<file path="src/hw/csf_pkg.sv">
// constants shared by the charger supervisor and its sync-clock detector
// assumes a single 50 MHz system clock and a synchronous active-low reset
package csf_pkg;

  localparam int CLK_KHZ = 50_000;
  localparam int SW_FREQ_KHZ = 350;
  localparam int SW_PERIOD_CYC = CLK_KHZ / SW_FREQ_KHZ;
  localparam int SYNC_CHECK_PERIODS = 112;
  localparam int SYNC_TOL_PCT = 10;
  localparam int BLANK_LOCK_PERIODS = 2;
  localparam int BLANK_LOSS_PERIODS = 10;
  localparam int FCHG_TICKS = 2097151;
  localparam int PCHG_DIV = 8;
  localparam int TMR_W = 22;
  localparam int CHECK_WAIT = 3;

  localparam logic [7:0] ADDR_CTRL = 8'h00;
  localparam logic [7:0] ADDR_STATE = 8'h04;
  localparam logic [7:0] ADDR_IRQ_STAT = 8'h08;
  localparam logic [7:0] ADDR_IRQ_MASK = 8'h0C;
  localparam logic [7:0] ADDR_TIMER = 8'h10;

  localparam int CTRL_TMR_EN_BIT = 0;
  localparam int CTRL_DUTY_LSB = 8;
  localparam logic [31:0] CTRL_RESET = 32'h0000_8001;

  localparam int IRQ_FAULT = 0;
  localparam int IRQ_SUSP = 1;
  localparam int IRQ_FLOAT = 2;
  localparam int IRQ_LOCK = 3;
  localparam int IRQ_LOSS = 4;
  localparam int IRQ_TSD = 5;
  localparam int IRQ_W = 6;
  localparam logic [5:0] IRQ_MASK_RESET = 6'h00;

  localparam int STATE_SYNC_BIT = 8;
  localparam int STATE_EXT_BIT = 9;
  localparam int STATE_TSD_BIT = 10;
  localparam int STATE_FLAG_LSB = 12;

  // status codes, bit 1 = flag b, bit 0 = flag a; 1 = released
  localparam logic [1:0] CODE_OFF = 2'h3;
  localparam logic [1:0] CODE_CHARGING = 2'h2;
  localparam logic [1:0] CODE_FLOAT = 2'h0;
  localparam logic [1:0] CODE_FAULT = 2'h1;

  typedef enum logic [7:0] {
    ST_CHECK = 8'h01,
    ST_OFF = 8'h02,
    ST_PRE = 8'h04,
    ST_CC = 8'h08,
    ST_ABS = 8'h10,
    ST_FLOAT = 8'h20,
    ST_SUSP = 8'h40,
    ST_FAULT = 8'h80
  } csf_state_t;

endpackage : csf_pkg

</file>
<file path="src/hw/csf_supervisor.sv">
// charger supervisor: state machine, status flags, faults, sync, drive gating
// assumes comparator outputs as pins, Avalon-MM master on CLOCK
//
// Functional notes
// - off shows code 11; precharge, CC, absorption show code 10
// - float shows code 00; latched fault or temperature suspend shows 01
// - temperature suspend is not latched and clears itself
// - latched fault holds, charging stops until power is recycled
// - power-up checks of pins and reference; any failure latches fault
// - reference window, gate drive or feedback low latches fault in any charging state or in suspend, not in off
// - precharge timer count beyond precharge timeout latches faulty battery
// - battery temperature out of range suspends charge and pauses timer
// - temperature back in range resumes previous state and timer
// - unconnected frequency pin gives internal 350kHz switching clock
// - external sync declared present after 112 internal-cycle check
// - valid sync: blank switching two periods, then switch on external
// - sync lost: blank switching ten periods, then switch on internal
// - peak overcurrent ends the high-side pulse, nothing latched
// - shut down above 160C, restart after 10C cooling
// - timer counts in precharge and absorption only, clears in check and off and on entering absorption from CC, holds elsewhere
// - leaving absorption for float resets timer and pulls flag b
//
// The register offsets and register access over Avalon-MM were chosen for this implementation.
`timescale 1ns/1ps
module csf_supervisor
#(
  parameter int TMR_FCHG = csf_pkg::FCHG_TICKS,
  parameter int SW_PERIOD = csf_pkg::SW_PERIOD_CYC
)
(
  input wire logic CLOCK,
  input wire logic RST_N,
  input wire logic [7:0] AVS_ADDRESS,
  input wire logic AVS_READ,
  input wire logic AVS_WRITE,
  input wire logic [31:0] AVS_WRITEDATA,
  output logic [31:0] AVS_READDATA,
  output logic AVS_WAITREQUEST,
  output logic IRQ,
  input wire logic CHARGE_ENABLE,
  input wire logic FREQ_SET_SHORT,
  input wire logic GATE_SHORT,
  input wire logic TIMER_PIN_OPEN,
  input wire logic TIMER_PIN_SHORT,
  input wire logic REF_SHORT,
  input wire logic REF_OUT_OF_WINDOW,
  input wire logic GATE_DRIVE_LOW,
  input wire logic FEEDBACK_LOW,
  input wire logic TEMP_OUT_OF_RANGE,
  input wire logic DEEP_DISCHARGE_OK,
  input wire logic CV_REACHED,
  input wire logic CURRENT_TAPERED,
  input wire logic PEAK_OVERCURRENT,
  input wire logic JUNCTION_HOT,
  input wire logic JUNCTION_COOLED,
  input wire logic CHARGE_TIMER_TICK,
  input wire logic FREQ_SET_SYNC_PIN,
  output logic STATUS_FLAG_A_O,
  output logic STATUS_FLAG_A_OE,
  output logic STATUS_FLAG_B_O,
  output logic STATUS_FLAG_B_OE,
  output logic HIGH_SIDE_DRIVE,
  output logic EXT_CLOCK_ACTIVE
);
  import csf_pkg::*;

  localparam int NPIN = 18;
  localparam logic [TMR_W-1:0] FCHG_LIM = TMR_W'(TMR_FCHG);
  localparam logic [TMR_W-1:0] PCHG_LIM = TMR_W'(TMR_FCHG / PCHG_DIV);
  localparam int SWC_W = $clog2(2 * SW_PERIOD + 2);

  // two-flop synchronisers for every pin input
  logic [NPIN-1:0] pin_meta;
  logic [NPIN-1:0] pin_s;

  always_ff @(posedge CLOCK)
  begin
    if (!RST_N)
    begin
      pin_meta <= '0;
      pin_s <= '0;
    end
    else
    begin
      pin_meta <= {CHARGE_ENABLE, FREQ_SET_SHORT, GATE_SHORT, TIMER_PIN_OPEN,
                   TIMER_PIN_SHORT, REF_SHORT, REF_OUT_OF_WINDOW, GATE_DRIVE_LOW,
                   FEEDBACK_LOW, TEMP_OUT_OF_RANGE, DEEP_DISCHARGE_OK, CV_REACHED,
                   CURRENT_TAPERED, PEAK_OVERCURRENT, JUNCTION_HOT, JUNCTION_COOLED,
                   CHARGE_TIMER_TICK, FREQ_SET_SYNC_PIN};
      pin_s <= pin_meta;
    end
  end

  wire en_s = pin_s[17];
  wire check_fail = |pin_s[16:12];
  wire run_fault = |pin_s[11:9];
  wire temp_bad = pin_s[8];
  wire deep_discharge_sense_ok = pin_s[7];
  wire cv_ok = pin_s[6];
  wire tapered = pin_s[5];
  wire overcur = pin_s[4];
  wire tj_hot = pin_s[3];
  wire tj_cool = pin_s[2];
  wire tick_s = pin_s[1];
  wire sync_s = pin_s[0];

  csf_state_t state;
  csf_state_t next_state;
  csf_state_t prev;
  csf_state_t next_prev;
  logic [1:0] chk_cnt;
  logic [31:0] ctrl;
  logic [IRQ_W-1:0] irq_stat;
  logic [IRQ_W-1:0] irq_mask;
  logic [TMR_W-1:0] timer;
  logic tick_d;
  logic tsd;
  logic [SWC_W-1:0] sw_cnt;
  logic [SWC_W-1:0] on_cnt;
  logic [3:0] blank_cnt;
  logic sel_ext;
  logic present_d;
  logic sync_present;
  logic ext_edge;
  logic [1:0] flag_code;

  wire tmr_en = ctrl[CTRL_TMR_EN_BIT];
  wire [7:0] duty = ctrl[CTRL_DUTY_LSB +: 8];
  wire charge_on = en_s & ~tsd;
  wire charging = (state == ST_PRE) || (state == ST_CC) || (state == ST_ABS) || (state == ST_FLOAT);
  wire pre_timeout = tmr_en && (timer > PCHG_LIM);
  wire abs_timeout = tmr_en && (timer >= FCHG_LIM);
  wire tmr_edge = tick_s & ~tick_d;
  wire tmr_counting = tmr_en && ((state == ST_PRE) || (state == ST_ABS));

  // charger state machine
  always_comb
  begin
    next_state = state;
    next_prev = prev;
    if (charging && run_fault)
      next_state = ST_FAULT;
    else if (charging && !charge_on)
      next_state = ST_OFF;
    else if (charging && temp_bad)
    begin
      next_state = ST_SUSP;
      next_prev = state;
    end
    else
    begin
      case (state)
        ST_CHECK:
          if (chk_cnt == 2'(CHECK_WAIT))
            next_state = check_fail ? ST_FAULT : ST_OFF;
        ST_OFF:
          if (charge_on)
            next_state = ST_PRE;
        ST_PRE:
          if (pre_timeout)
            next_state = ST_FAULT;
          else if (deep_discharge_sense_ok)
            next_state = ST_CC;
        ST_CC:
          if (cv_ok)
            next_state = ST_ABS;
        ST_ABS:
          if (tapered || abs_timeout)
            next_state = ST_FLOAT;
        ST_FLOAT:
          next_state = ST_FLOAT;
        ST_SUSP:
          if (run_fault)
            next_state = ST_FAULT;
          else if (!charge_on)
            next_state = ST_OFF;
          else if (!temp_bad)
            next_state = prev;
        ST_FAULT:
          next_state = ST_FAULT;
        default:
          next_state = ST_CHECK;
      endcase
    end
  end

  always_ff @(posedge CLOCK)
  begin
    if (!RST_N)
    begin
      state <= ST_CHECK;
      prev <= ST_PRE;
      chk_cnt <= 2'h0;
    end
    else
    begin
      state <= next_state;
      prev <= next_prev;
      if (state == ST_CHECK)
        chk_cnt <= chk_cnt + 2'h1;
    end
  end

  // charge timer; suspend leaves the count untouched so it resumes
  always_ff @(posedge CLOCK)
  begin
    if (!RST_N)
    begin
      timer <= '0;
      tick_d <= 1'b0;
    end
    else
    begin
      tick_d <= tick_s;
      if (next_state == ST_FLOAT && state == ST_ABS)
        timer <= '0;
      else if (state == ST_OFF || state == ST_CHECK)
        timer <= '0;
      else if (state == ST_CC && next_state == ST_ABS)
        timer <= '0;
      else if (tmr_counting && tmr_edge && timer != FCHG_LIM)
        timer <= timer + TMR_W'(1);
    end
  end

  // thermal shutdown with hysteresis from two comparators
  always_ff @(posedge CLOCK)
  begin
    if (!RST_N)
      tsd <= 1'b0;
    else if (tj_hot)
      tsd <= 1'b1;
    else if (tj_cool)
      tsd <= 1'b0;
  end

  // internal switching oscillator, default frequency
  wire int_tick = sw_cnt == SWC_W'(SW_PERIOD - 1);
  wire period_tick = sel_ext ? ext_edge : int_tick;
  wire present_rise = sync_present & ~present_d;
  wire present_fall = ~sync_present & present_d;

  csf_sync_det #(.PERIOD(SW_PERIOD), .CHECKS(SYNC_CHECK_PERIODS)) u_sync (
    .clk(CLOCK),
    .rst_n(RST_N),
    .sync_in(sync_s),
    .int_tick(int_tick),
    .present(sync_present),
    .ext_edge(ext_edge)
  );

  // blanking counts internal periods; the external clock may be gone
  always_ff @(posedge CLOCK)
  begin
    if (!RST_N)
    begin
      sw_cnt <= '0;
      blank_cnt <= 4'h0;
      sel_ext <= 1'b0;
      present_d <= 1'b0;
    end
    else
    begin
      // restart the period on lock or loss so blanking lasts whole periods
      sw_cnt <= (int_tick || present_rise || present_fall) ? '0 : sw_cnt + SWC_W'(1);
      present_d <= sync_present;
      if (present_rise)
      begin
        blank_cnt <= 4'(BLANK_LOCK_PERIODS);
        sel_ext <= 1'b1;
      end
      else if (present_fall)
      begin
        blank_cnt <= 4'(BLANK_LOSS_PERIODS);
        sel_ext <= 1'b0;
      end
      else if (int_tick && blank_cnt != 4'h0)
        blank_cnt <= blank_cnt - 4'h1;
    end
  end

  // high-side pulse: duty/256 of the nominal period, cut by overcurrent
  wire [SWC_W+7:0] on_prod = (SWC_W + 8)'(SW_PERIOD) * (SWC_W + 8)'(duty);
  wire [SWC_W-1:0] on_lim = on_prod[SWC_W+7:8];
  wire drive_ok = charging && !tsd && blank_cnt == 4'h0 && next_state == state;
  wire next_hs = period_tick ? (drive_ok && on_lim != '0)
                             : (HIGH_SIDE_DRIVE && drive_ok && !overcur && on_cnt < on_lim);

  always_ff @(posedge CLOCK)
  begin
    if (!RST_N)
    begin
      on_cnt <= '0;
      HIGH_SIDE_DRIVE <= 1'b0;
      EXT_CLOCK_ACTIVE <= 1'b0;
    end
    else
    begin
      on_cnt <= period_tick ? SWC_W'(1) : (on_cnt == on_lim ? on_cnt : on_cnt + SWC_W'(1));
      HIGH_SIDE_DRIVE <= next_hs;
      EXT_CLOCK_ACTIVE <= sel_ext && blank_cnt == 4'h0;
    end
  end

  // status code from state, latched only on internal oscillator ticks to avoid glitches
  wire [1:0] state_code = (state == ST_FLOAT) ? CODE_FLOAT :
                          (state == ST_FAULT || state == ST_SUSP) ? CODE_FAULT :
                          (state == ST_PRE || state == ST_CC || state == ST_ABS) ? CODE_CHARGING :
                          CODE_OFF;

  always_ff @(posedge CLOCK)
  begin
    if (!RST_N)
    begin
      flag_code <= CODE_OFF;
      STATUS_FLAG_A_O <= 1'b0;
      STATUS_FLAG_B_O <= 1'b0;
      STATUS_FLAG_A_OE <= 1'b0;
      STATUS_FLAG_B_OE <= 1'b0;
    end
    else if (int_tick)
    begin
      flag_code <= state_code;
      STATUS_FLAG_A_OE <= ~state_code[0];
      STATUS_FLAG_B_OE <= ~state_code[1];
    end
  end

  // interrupt events
  wire [IRQ_W-1:0] irq_event;
  assign irq_event[IRQ_FAULT] = next_state == ST_FAULT && state != ST_FAULT;
  assign irq_event[IRQ_SUSP] = next_state == ST_SUSP && state != ST_SUSP;
  assign irq_event[IRQ_FLOAT] = next_state == ST_FLOAT && state != ST_FLOAT;
  assign irq_event[IRQ_LOCK] = present_rise;
  assign irq_event[IRQ_LOSS] = present_fall;
  assign irq_event[IRQ_TSD] = tj_hot && !tsd;

  // Avalon-MM slave: one wait cycle, access completes on the second edge
  wire req = AVS_READ | AVS_WRITE;
  wire done = req & ~AVS_WAITREQUEST;
  wire wr_ctrl = done && AVS_WRITE && AVS_ADDRESS == ADDR_CTRL;
  wire wr_stat = done && AVS_WRITE && AVS_ADDRESS == ADDR_IRQ_STAT;
  wire wr_mask = done && AVS_WRITE && AVS_ADDRESS == ADDR_IRQ_MASK;
  wire [IRQ_W-1:0] w1c = wr_stat ? AVS_WRITEDATA[IRQ_W-1:0] : '0;
  wire [IRQ_W-1:0] next_irq_stat = (irq_stat & ~w1c) | irq_event;
  wire [31:0] state_word = {16'h0000, 2'h0, flag_code, 1'b0, tsd, sel_ext, sync_present, state};
  wire [31:0] rd_mux = (AVS_ADDRESS == ADDR_CTRL) ? ctrl :
                       (AVS_ADDRESS == ADDR_STATE) ? state_word :
                       (AVS_ADDRESS == ADDR_IRQ_STAT) ? {26'h000_0000, irq_stat} :
                       (AVS_ADDRESS == ADDR_IRQ_MASK) ? {26'h000_0000, irq_mask} :
                       (AVS_ADDRESS == ADDR_TIMER) ? {10'h000, timer} :
                       32'h0000_0000;

  always_ff @(posedge CLOCK)
  begin
    if (!RST_N)
    begin
      AVS_WAITREQUEST <= 1'b1;
      AVS_READDATA <= 32'h0000_0000;
      ctrl <= CTRL_RESET;
      irq_stat <= '0;
      irq_mask <= IRQ_MASK_RESET;
      IRQ <= 1'b0;
    end
    else
    begin
      AVS_WAITREQUEST <= ~(req & AVS_WAITREQUEST);
      if (req && AVS_WAITREQUEST)
        AVS_READDATA <= rd_mux;
      if (wr_ctrl)
        ctrl <= AVS_WRITEDATA;
      if (wr_mask)
        irq_mask <= AVS_WRITEDATA[IRQ_W-1:0];
      // set wins over a simultaneous write-one-to-clear
      irq_stat <= next_irq_stat;
      IRQ <= |(next_irq_stat & (wr_mask ? AVS_WRITEDATA[IRQ_W-1:0] : irq_mask));
    end
  end

endmodule : csf_supervisor

</file>
<file path="src/hw/csf_sync_det.sv">
// external sync clock detector: qualifies period and presence
// assumes sync_in already passed a two-flop synchroniser
`timescale 1ns/1ps
module csf_sync_det
#(
  parameter int PERIOD = csf_pkg::SW_PERIOD_CYC,
  parameter int CHECKS = csf_pkg::SYNC_CHECK_PERIODS
)
(
  input wire logic clk,
  input wire logic rst_n,
  input wire logic sync_in,
  input wire logic int_tick,
  output logic present,
  output logic ext_edge
);
  import csf_pkg::*;

  localparam int P_MIN = (PERIOD * (100 - SYNC_TOL_PCT)) / 100;
  localparam int P_MAX = (PERIOD * (100 + SYNC_TOL_PCT) + 99) / 100;
  localparam int CW = $clog2(2 * P_MAX + 2);

  logic sync_d;
  logic [CW-1:0] gap;
  logic [7:0] good_cnt;
  logic seen;

  wire rise = sync_in & ~sync_d;
  wire gap_ok = (gap >= CW'(P_MIN - 1)) && (gap <= CW'(P_MAX - 1));
  wire stale = gap >= CW'(2 * P_MAX);

  always_ff @(posedge clk)
  begin
    if (!rst_n)
    begin
      sync_d <= 1'b0;
      gap <= '0;
      good_cnt <= 8'h00;
      seen <= 1'b0;
      present <= 1'b0;
      ext_edge <= 1'b0;
    end
    else
    begin
      sync_d <= sync_in;
      ext_edge <= rise;
      gap <= rise ? '0 : (stale ? gap : gap + CW'(1));
      if (rise && !gap_ok)
        good_cnt <= 8'h00;
      else if (stale)
        good_cnt <= 8'h00;
      else if (int_tick && seen && good_cnt != 8'(CHECKS))
        good_cnt <= good_cnt + 8'h01;
      // an internal period counts as checked only if a sync edge fell in it
      seen <= int_tick ? rise : (seen | rise);
      if (stale)
        present <= 1'b0;
      else if (good_cnt == 8'(CHECKS))
        present <= 1'b1;
    end
  end

endmodule : csf_sync_det

</file>
<file path="config.mk">
export PLATFORM = sky130hd
export DESIGN_NAME = csf_supervisor
export DESIGN_NICKNAME = d
export VERILOG_FILES = /design/src/hw/csf_pkg.sv /design/src/hw/csf_supervisor.sv /design/src/hw/csf_sync_det.sv
export SDC_FILE = /design/constraint.sdc
export NUM_CORES = 1
export LEC_CHECK = 0
export ABC_AREA = 1
export BUFFER_PORTS_ARGS = -buffer_cell sky130_fd_sc_hd__buf_2
export CAP_MARGIN = 20
export CORE_MARGIN = 2
export CORE_UTILIZATION = 59
export DETAILED_ROUTE_END_ITERATION = 7
export GPL_ROUTABILITY_DRIVEN = 0
export PLACE_DENSITY = 0.91
export SYNTH_ARGS = -nofsm -noshare
export SYNTH_HDL_FRONTEND = slang
export SYNTH_SLANG_ARGS = --single-unit
</file>
<file path="constraint.sdc">
create_clock -name CLOCK -period 6.6 [get_ports CLOCK]
set_input_delay 1.32 -clock CLOCK [delete_from_list [all_inputs] [get_ports CLOCK]]
set_output_delay 1.32 -clock CLOCK [all_outputs]
set_load 0.01 [all_outputs]
</file>
# After elaboration in Yosys (flattened, before gate mapping)
# Cells that the tools add are included.
# word_totals
regBits,207
input_bits,62
output_inout_bits,40
wordCells,200
# classes
n_addsub,7
n_mul,1
magnitude_cmp,6
n_eq_ne,27
muxes,36
bitwise,25
reduce_logical,65
# op_table
operator,count
2-to-1 mux 8 bit,13
2-to-1 mux 22 bit,4
one-hot mux 8 bit (8 select lines),1
logical AND 1 bit,32
2-to-1 mux 32 bit,1
"adder 9 x 1 -> 9 bit, second input constant",3
"equality test 8 x 4 -> 1 bit, second input constant",3
"equality test 8 x 5 -> 1 bit, second input constant",3
"equality test 8 x 7 -> 1 bit, second input constant",3
"adder 22 x 1 -> 22 bit, second input constant",1
"greater-or-equal comparator 22 x 21 -> 1 bit, second input constant",1
"greater-than comparator 22 x 18 -> 1 bit, second input constant",1
"inequality test 22 x 21 -> 1 bit, second input constant",1
"equality test 8 x 3 -> 1 bit, second input constant",2
"equality test 8 x 6 -> 1 bit, second input constant",2
"equality test 8 bit, second input constant",2
"inequality test 8 x 7 -> 1 bit, second input constant",2
"multiplier 7 x 8 -> 15 bit, first input constant",1
AND 6 bit,2
2-to-1 mux 6 bit,2
inverter 1 bit,12
2-to-1 mux 1 bit,10
OR reduction 2 bit,5
equality test 9 x 8 -> 1 bit,1
other kinds (34),59

# Longest topological paths before layout
# depth
word_depth,14
mapped_depth,34

# Modules after synthesis
# From an unflattened synthesis, not the netlist that was laid out.
# hier_totals
hier_cells,1463
hier_area_um2,10555.1
# modules_own_cells
mod,instances,cells_per_inst,area_per_inst_um2,seq_area_each_um2
csf_supervisor,1,1273,9286.4,3723.6
csf_sync_det,1,190,1268.7,420.4

# Worst setup path before layout
# Ideal clock, no wire load.
# synth_timing
path_kind,reg2reg
from,register ctrl[14]
to,register on_cnt[7]
setup_ns,0.121
arrival_ns,4.568
required_ns,6.479
setup_slack_ns,1.910
stages_incl_launch_ff,30
n_path_buf,0
period_less_slack_ns,4.690
cell_sequence,dfxtp_1 -> ha_1 -> ha_1 -> inv_1 -> fa_1 -> fa_1 -> inv_1 -> ha_1 -> a21oi_1 -> o21a_1 -> nand2_1 -> nand2_1 -> nand2_1 -> nand2_1 -> nand2_1 -> nand3_1 -> nand2_1 -> nand2_1 -> inv_1 -> o21ai_0 -> nand2_1 -> ha_1 -> nand2_1 -> inv_1 -> nand3_1 -> nand4_1 -> nor2_1 -> nand3_1 -> xor2_1 -> nor2_1
# synth_between
elab_chain_cells,2
# synth_rtl
element,line_no,rtl
from (decl),csf_supervisor.sv:112,logic [31:0] ctrl;
from (signal assigned),csf_supervisor.sv:360,ctrl <= CTRL_RESET;
from (signal assigned),csf_supervisor.sv:371,ctrl <= AVS_WRITEDATA;
multiplier 7 x 8 -> 15 bit,csf_supervisor.sv:283,wire [SWC_W+7:0] on_prod = (SWC_W + 8)'(SW_PERIOD) * (SWC_W + 8)'(duty);
equality test 9 x 8 -> 1 bit,csf_supervisor.sv:299,on_cnt <= period_tick ? SWC_W'(1) : (on_cnt == on_lim ? on_cnt : on_cnt + SWC_W'(1));
to (signal assigned),csf_supervisor.sv:299,
to (decl),csf_supervisor.sv:119,logic [SWC_W-1:0] on_cnt;
# No other way between the ends.
# A chain may end at the register's enable or synchronous reset.

# Worst setup path after layout
# Same ends and word-level chain as after synthesis.

==> impl_metrics.env <==
export IMPL_tightestPinTransition_ps=964
export IMPL_ios=102
export IMPL_drc=0
export IMPL_postRouteAntennaNets=0
export IMPL_rsz0062_at_grt="false"
export IMPL_synthToLayoutAreaGrowth_pct=13.6
export IMPL_cts_root_buffer="clkbuf_16"
export IMPL_finalSetupTns_ps=0
export IMPL_via_per_inst=5.59
export IMPL_core_um2=17100
export IMPL_netlist_instances=1407
export IMPL_worstPathRequired_ps=6980
export IMPL_cts_sinks=207
export IMPL_grt_use_total_pct=27.7
export IMPL_hold_viol=0
export IMPL_hold_path_class="reg -> reg"
export IMPL_antennaDiodeCount=0
export IMPL_drtIter0Drc=879
export IMPL_grt_max_degree=84
export IMPL_holdWs_ps=407
export IMPL_ir_drop_uv=216
export IMPL_routed_wl_um=25500
export IMPL_htree_levels=1
export IMPL_setup_violations=0
export IMPL_cts_tree="done"
export IMPL_insertion_delay_ps=500
export IMPL_cts_made_buffers=22
export IMPL_placed_cell_area_um2=10800
export IMPL_rows=48
export IMPL_post_route_cell_area_um2=11600
export IMPL_dominantRegCellSynth="dfxtp_1"
export IMPL_worstSetupPathType="reg -> reg"
export IMPL_grt_pass1_vias=9000
export IMPL_max_stage_delay_ps=520
export IMPL_path_clk_slew_ps=60
export IMPL_seq_area_frac_synth_pct=40.7
export IMPL_power_density_nw_per_um2=242
export IMPL_nets=1615
export IMPL_final_max_slew_viol_count=0
export IMPL_cts_resized=0
export IMPL_ys_types=51
export IMPL_finalCriticalPeriod_ps=5250
export IMPL_critPathSlowestCell="fa_1"
export IMPL_slew_headroom_pct=35.2
export IMPL_die_w_um=135
export IMPL_port_buffers=99
export IMPL_p_leak_uw=0.00530
export IMPL_start_kind="flip-flop"
export IMPL_antenna_found_initial=1
export IMPL_min_period_over_period_pct=79.6
export IMPL_fmax_mhz=190
export IMPL_cp_common_cell="nand2_1"
export IMPL_fp_dieArea_um2=18300
export IMPL_cts_hold_fix_buffers=0
export IMPL_fp_dieH_um=135
export IMPL_grt_pass1_wl_um=41500
export IMPL_post_cts_buffers=0
export IMPL_wl_per_cell_um=14.7
export IMPL_finClkSkew_ps=9.60
export IMPL_async_flop_share_pct=0
export IMPL_ys_ff_latch=207
export IMPL_synthesis_area_um2=10200
export IMPL_final_core_util_pct=67.8
export IMPL_fillCellCount=1338
export IMPL_finalPower_uw=2800
export IMPL_worstPathArrival_ps=5630
export IMPL_grt_ovfl_total=0
export IMPL_synth_edff_count=0
export IMPL_synth_avg_cell_area_um2=7.24
export IMPL_yosys_warnings=0
export IMPL_final_layout_size_suffix_gt1_share_pct=11.9
export IMPL_clock_path_buffers=3
export IMPL_outcome="finished clean"
export IMPL_cap_violations=0
export IMPL_dr_total_vias=9679
export IMPL_initial_utilization_pct=59.7
export IMPL_hpwl_um=18100
export IMPL_critical_path_max_fanout=7
export IMPL_first_pass_iters=6
export IMPL_reg2reg_slack_ps=1350
export IMPL_end_kind="flip-flop"
==> layout make-up <==
class / count / area [µm²] / area share (%)
Clock buffer: 33 / 652 / 5.63
Clock inverter: 5 / 63.8 / 0.551
Inverter: 227 / 852 / 7.36
Multi-Input combinational cell: 931 / 5010 / 43.3
Sequential cell: 207 / 4140 / 35.8
Tap cell: 225 / 282 / 2.43
Timing Repair Buffer: 105 / 563 / 4.87
==> metrics by stage <==
stage | setup WS (ps) | std cells
2_1_floorplan | 1910 | 1408
3_3_place_gp | 1630 | 1694
3_5_place_dp | 1410 | 1694
4_1_cts | 1380 | 1732
5_1_grt | 879 | 1733
6_report | 1350 | 1733
==> power by group <==
group | total [µW] | leakage [µW] | internal [µW] | switching, µW
sequential | 1310 | 0.00168 | 1290 | 24.0
clock | 1210 | 0.000349 | 721 | 488
combinational | 278 | 0.00327 | 93.4 | 185
==> placed cells by master, fill, tap and decap left out, drive strengths merged, types with 11 or more instances in the layout <==
master / instances
nor3: 34
o211ai: 22
inv: 226
nor2: 177
buf: 105
ha: 52
nand2: 269
xor2: 13
clkbuf: 33
nor4: 11
nand3: 69
o221ai: 12
dfxtp: 207
nand4: 17
a21oi: 102
o21ai: 97
==> kinds of logic (layout without fill, tap and decap cells) <==
family	count (synthesis)	count (layout)	share of synthesized area (%)
flip-flops	207	207	40.7
other	1	2	0.0368
XOR/XNOR	19	19	1.63
AND/OR/NAND/NOR	593	593	25.4
adder cells (fa/ha/maj)	59	59	7.77
multiplexers	1	1	0.0983
AO/OA/AOI/OAI	257	257	14.3
buffers and inverters	270	370	10.1
==> critical path, delay by kind of cell, from the launching register on <==
| kind | cells | cell delay (ps) |
|---|---|---|
| and+or+nand+nor | 15 | 1510 |
| buffers and inverters | 4 | 210 |
| adders and majority gates | 6 | 2240 |
| xor gates and xnor gates | 1 | 140 |
| AOI/OAI and AO/OA | 3 | 560 |
| DFF | 1 | 470 |
==> Yosys cell counts (6+ instances only) <==
cell        n  area [µm²]
ha_1       52         651
o21ai_0    92         460
a21oi_1   102         510
xnor2_1     6        52.6
nand4_1    16         100
nor4_1      8        50.1
dfxtp_1   207        4140
nand2_1   263         987
nor2_1    167         627
fa_1        7         140
o211ai_1   22         165
o221ai_1   12         105
nand3_1    66         330
inv_2      12        45.0
clkbuf_1   35         131
xor2_1     13         114
nor3_1     34         170
inv_1     214         803
==> routing by layer <==
metal	up-vias	wire (µm)	global-route usage (%)
met1	4421	10500	35.3
met3	91	1960	3.93
met2	443	12100	47.3
li1	4722	-	-
met5	-	11	0
met4	2	896	10.9
==> path summary, 6_finish.rpt <==
check | start | endpoint | cells past startpoint
max | ctrl[14] | on_cnt[7] | 29
min | pin_meta[13] | pin_s[13] | 2
max reg2reg | ctrl[14] | on_cnt[7] | 29
min reg2reg | pin_meta[13] | pin_s[13] | 2
==> state kept, by name, indices dropped and copies added (netlist names), 2 cells and up <==
register / cells
on_cnt: 9
irq_stat: 6
state: 8
prev: 8
chk_cnt: 2
sw_cnt: 9
pin_meta: 18
u_sync.good_cnt: 8
irq_mask: 6
u_sync.gap: 9
ctrl: 32
flag_code: 2
timer: 22
AVS_READDATA: 32
blank_cnt: 4
pin_s: 18
Note: power is estimated with default switching activity, not from simulation.
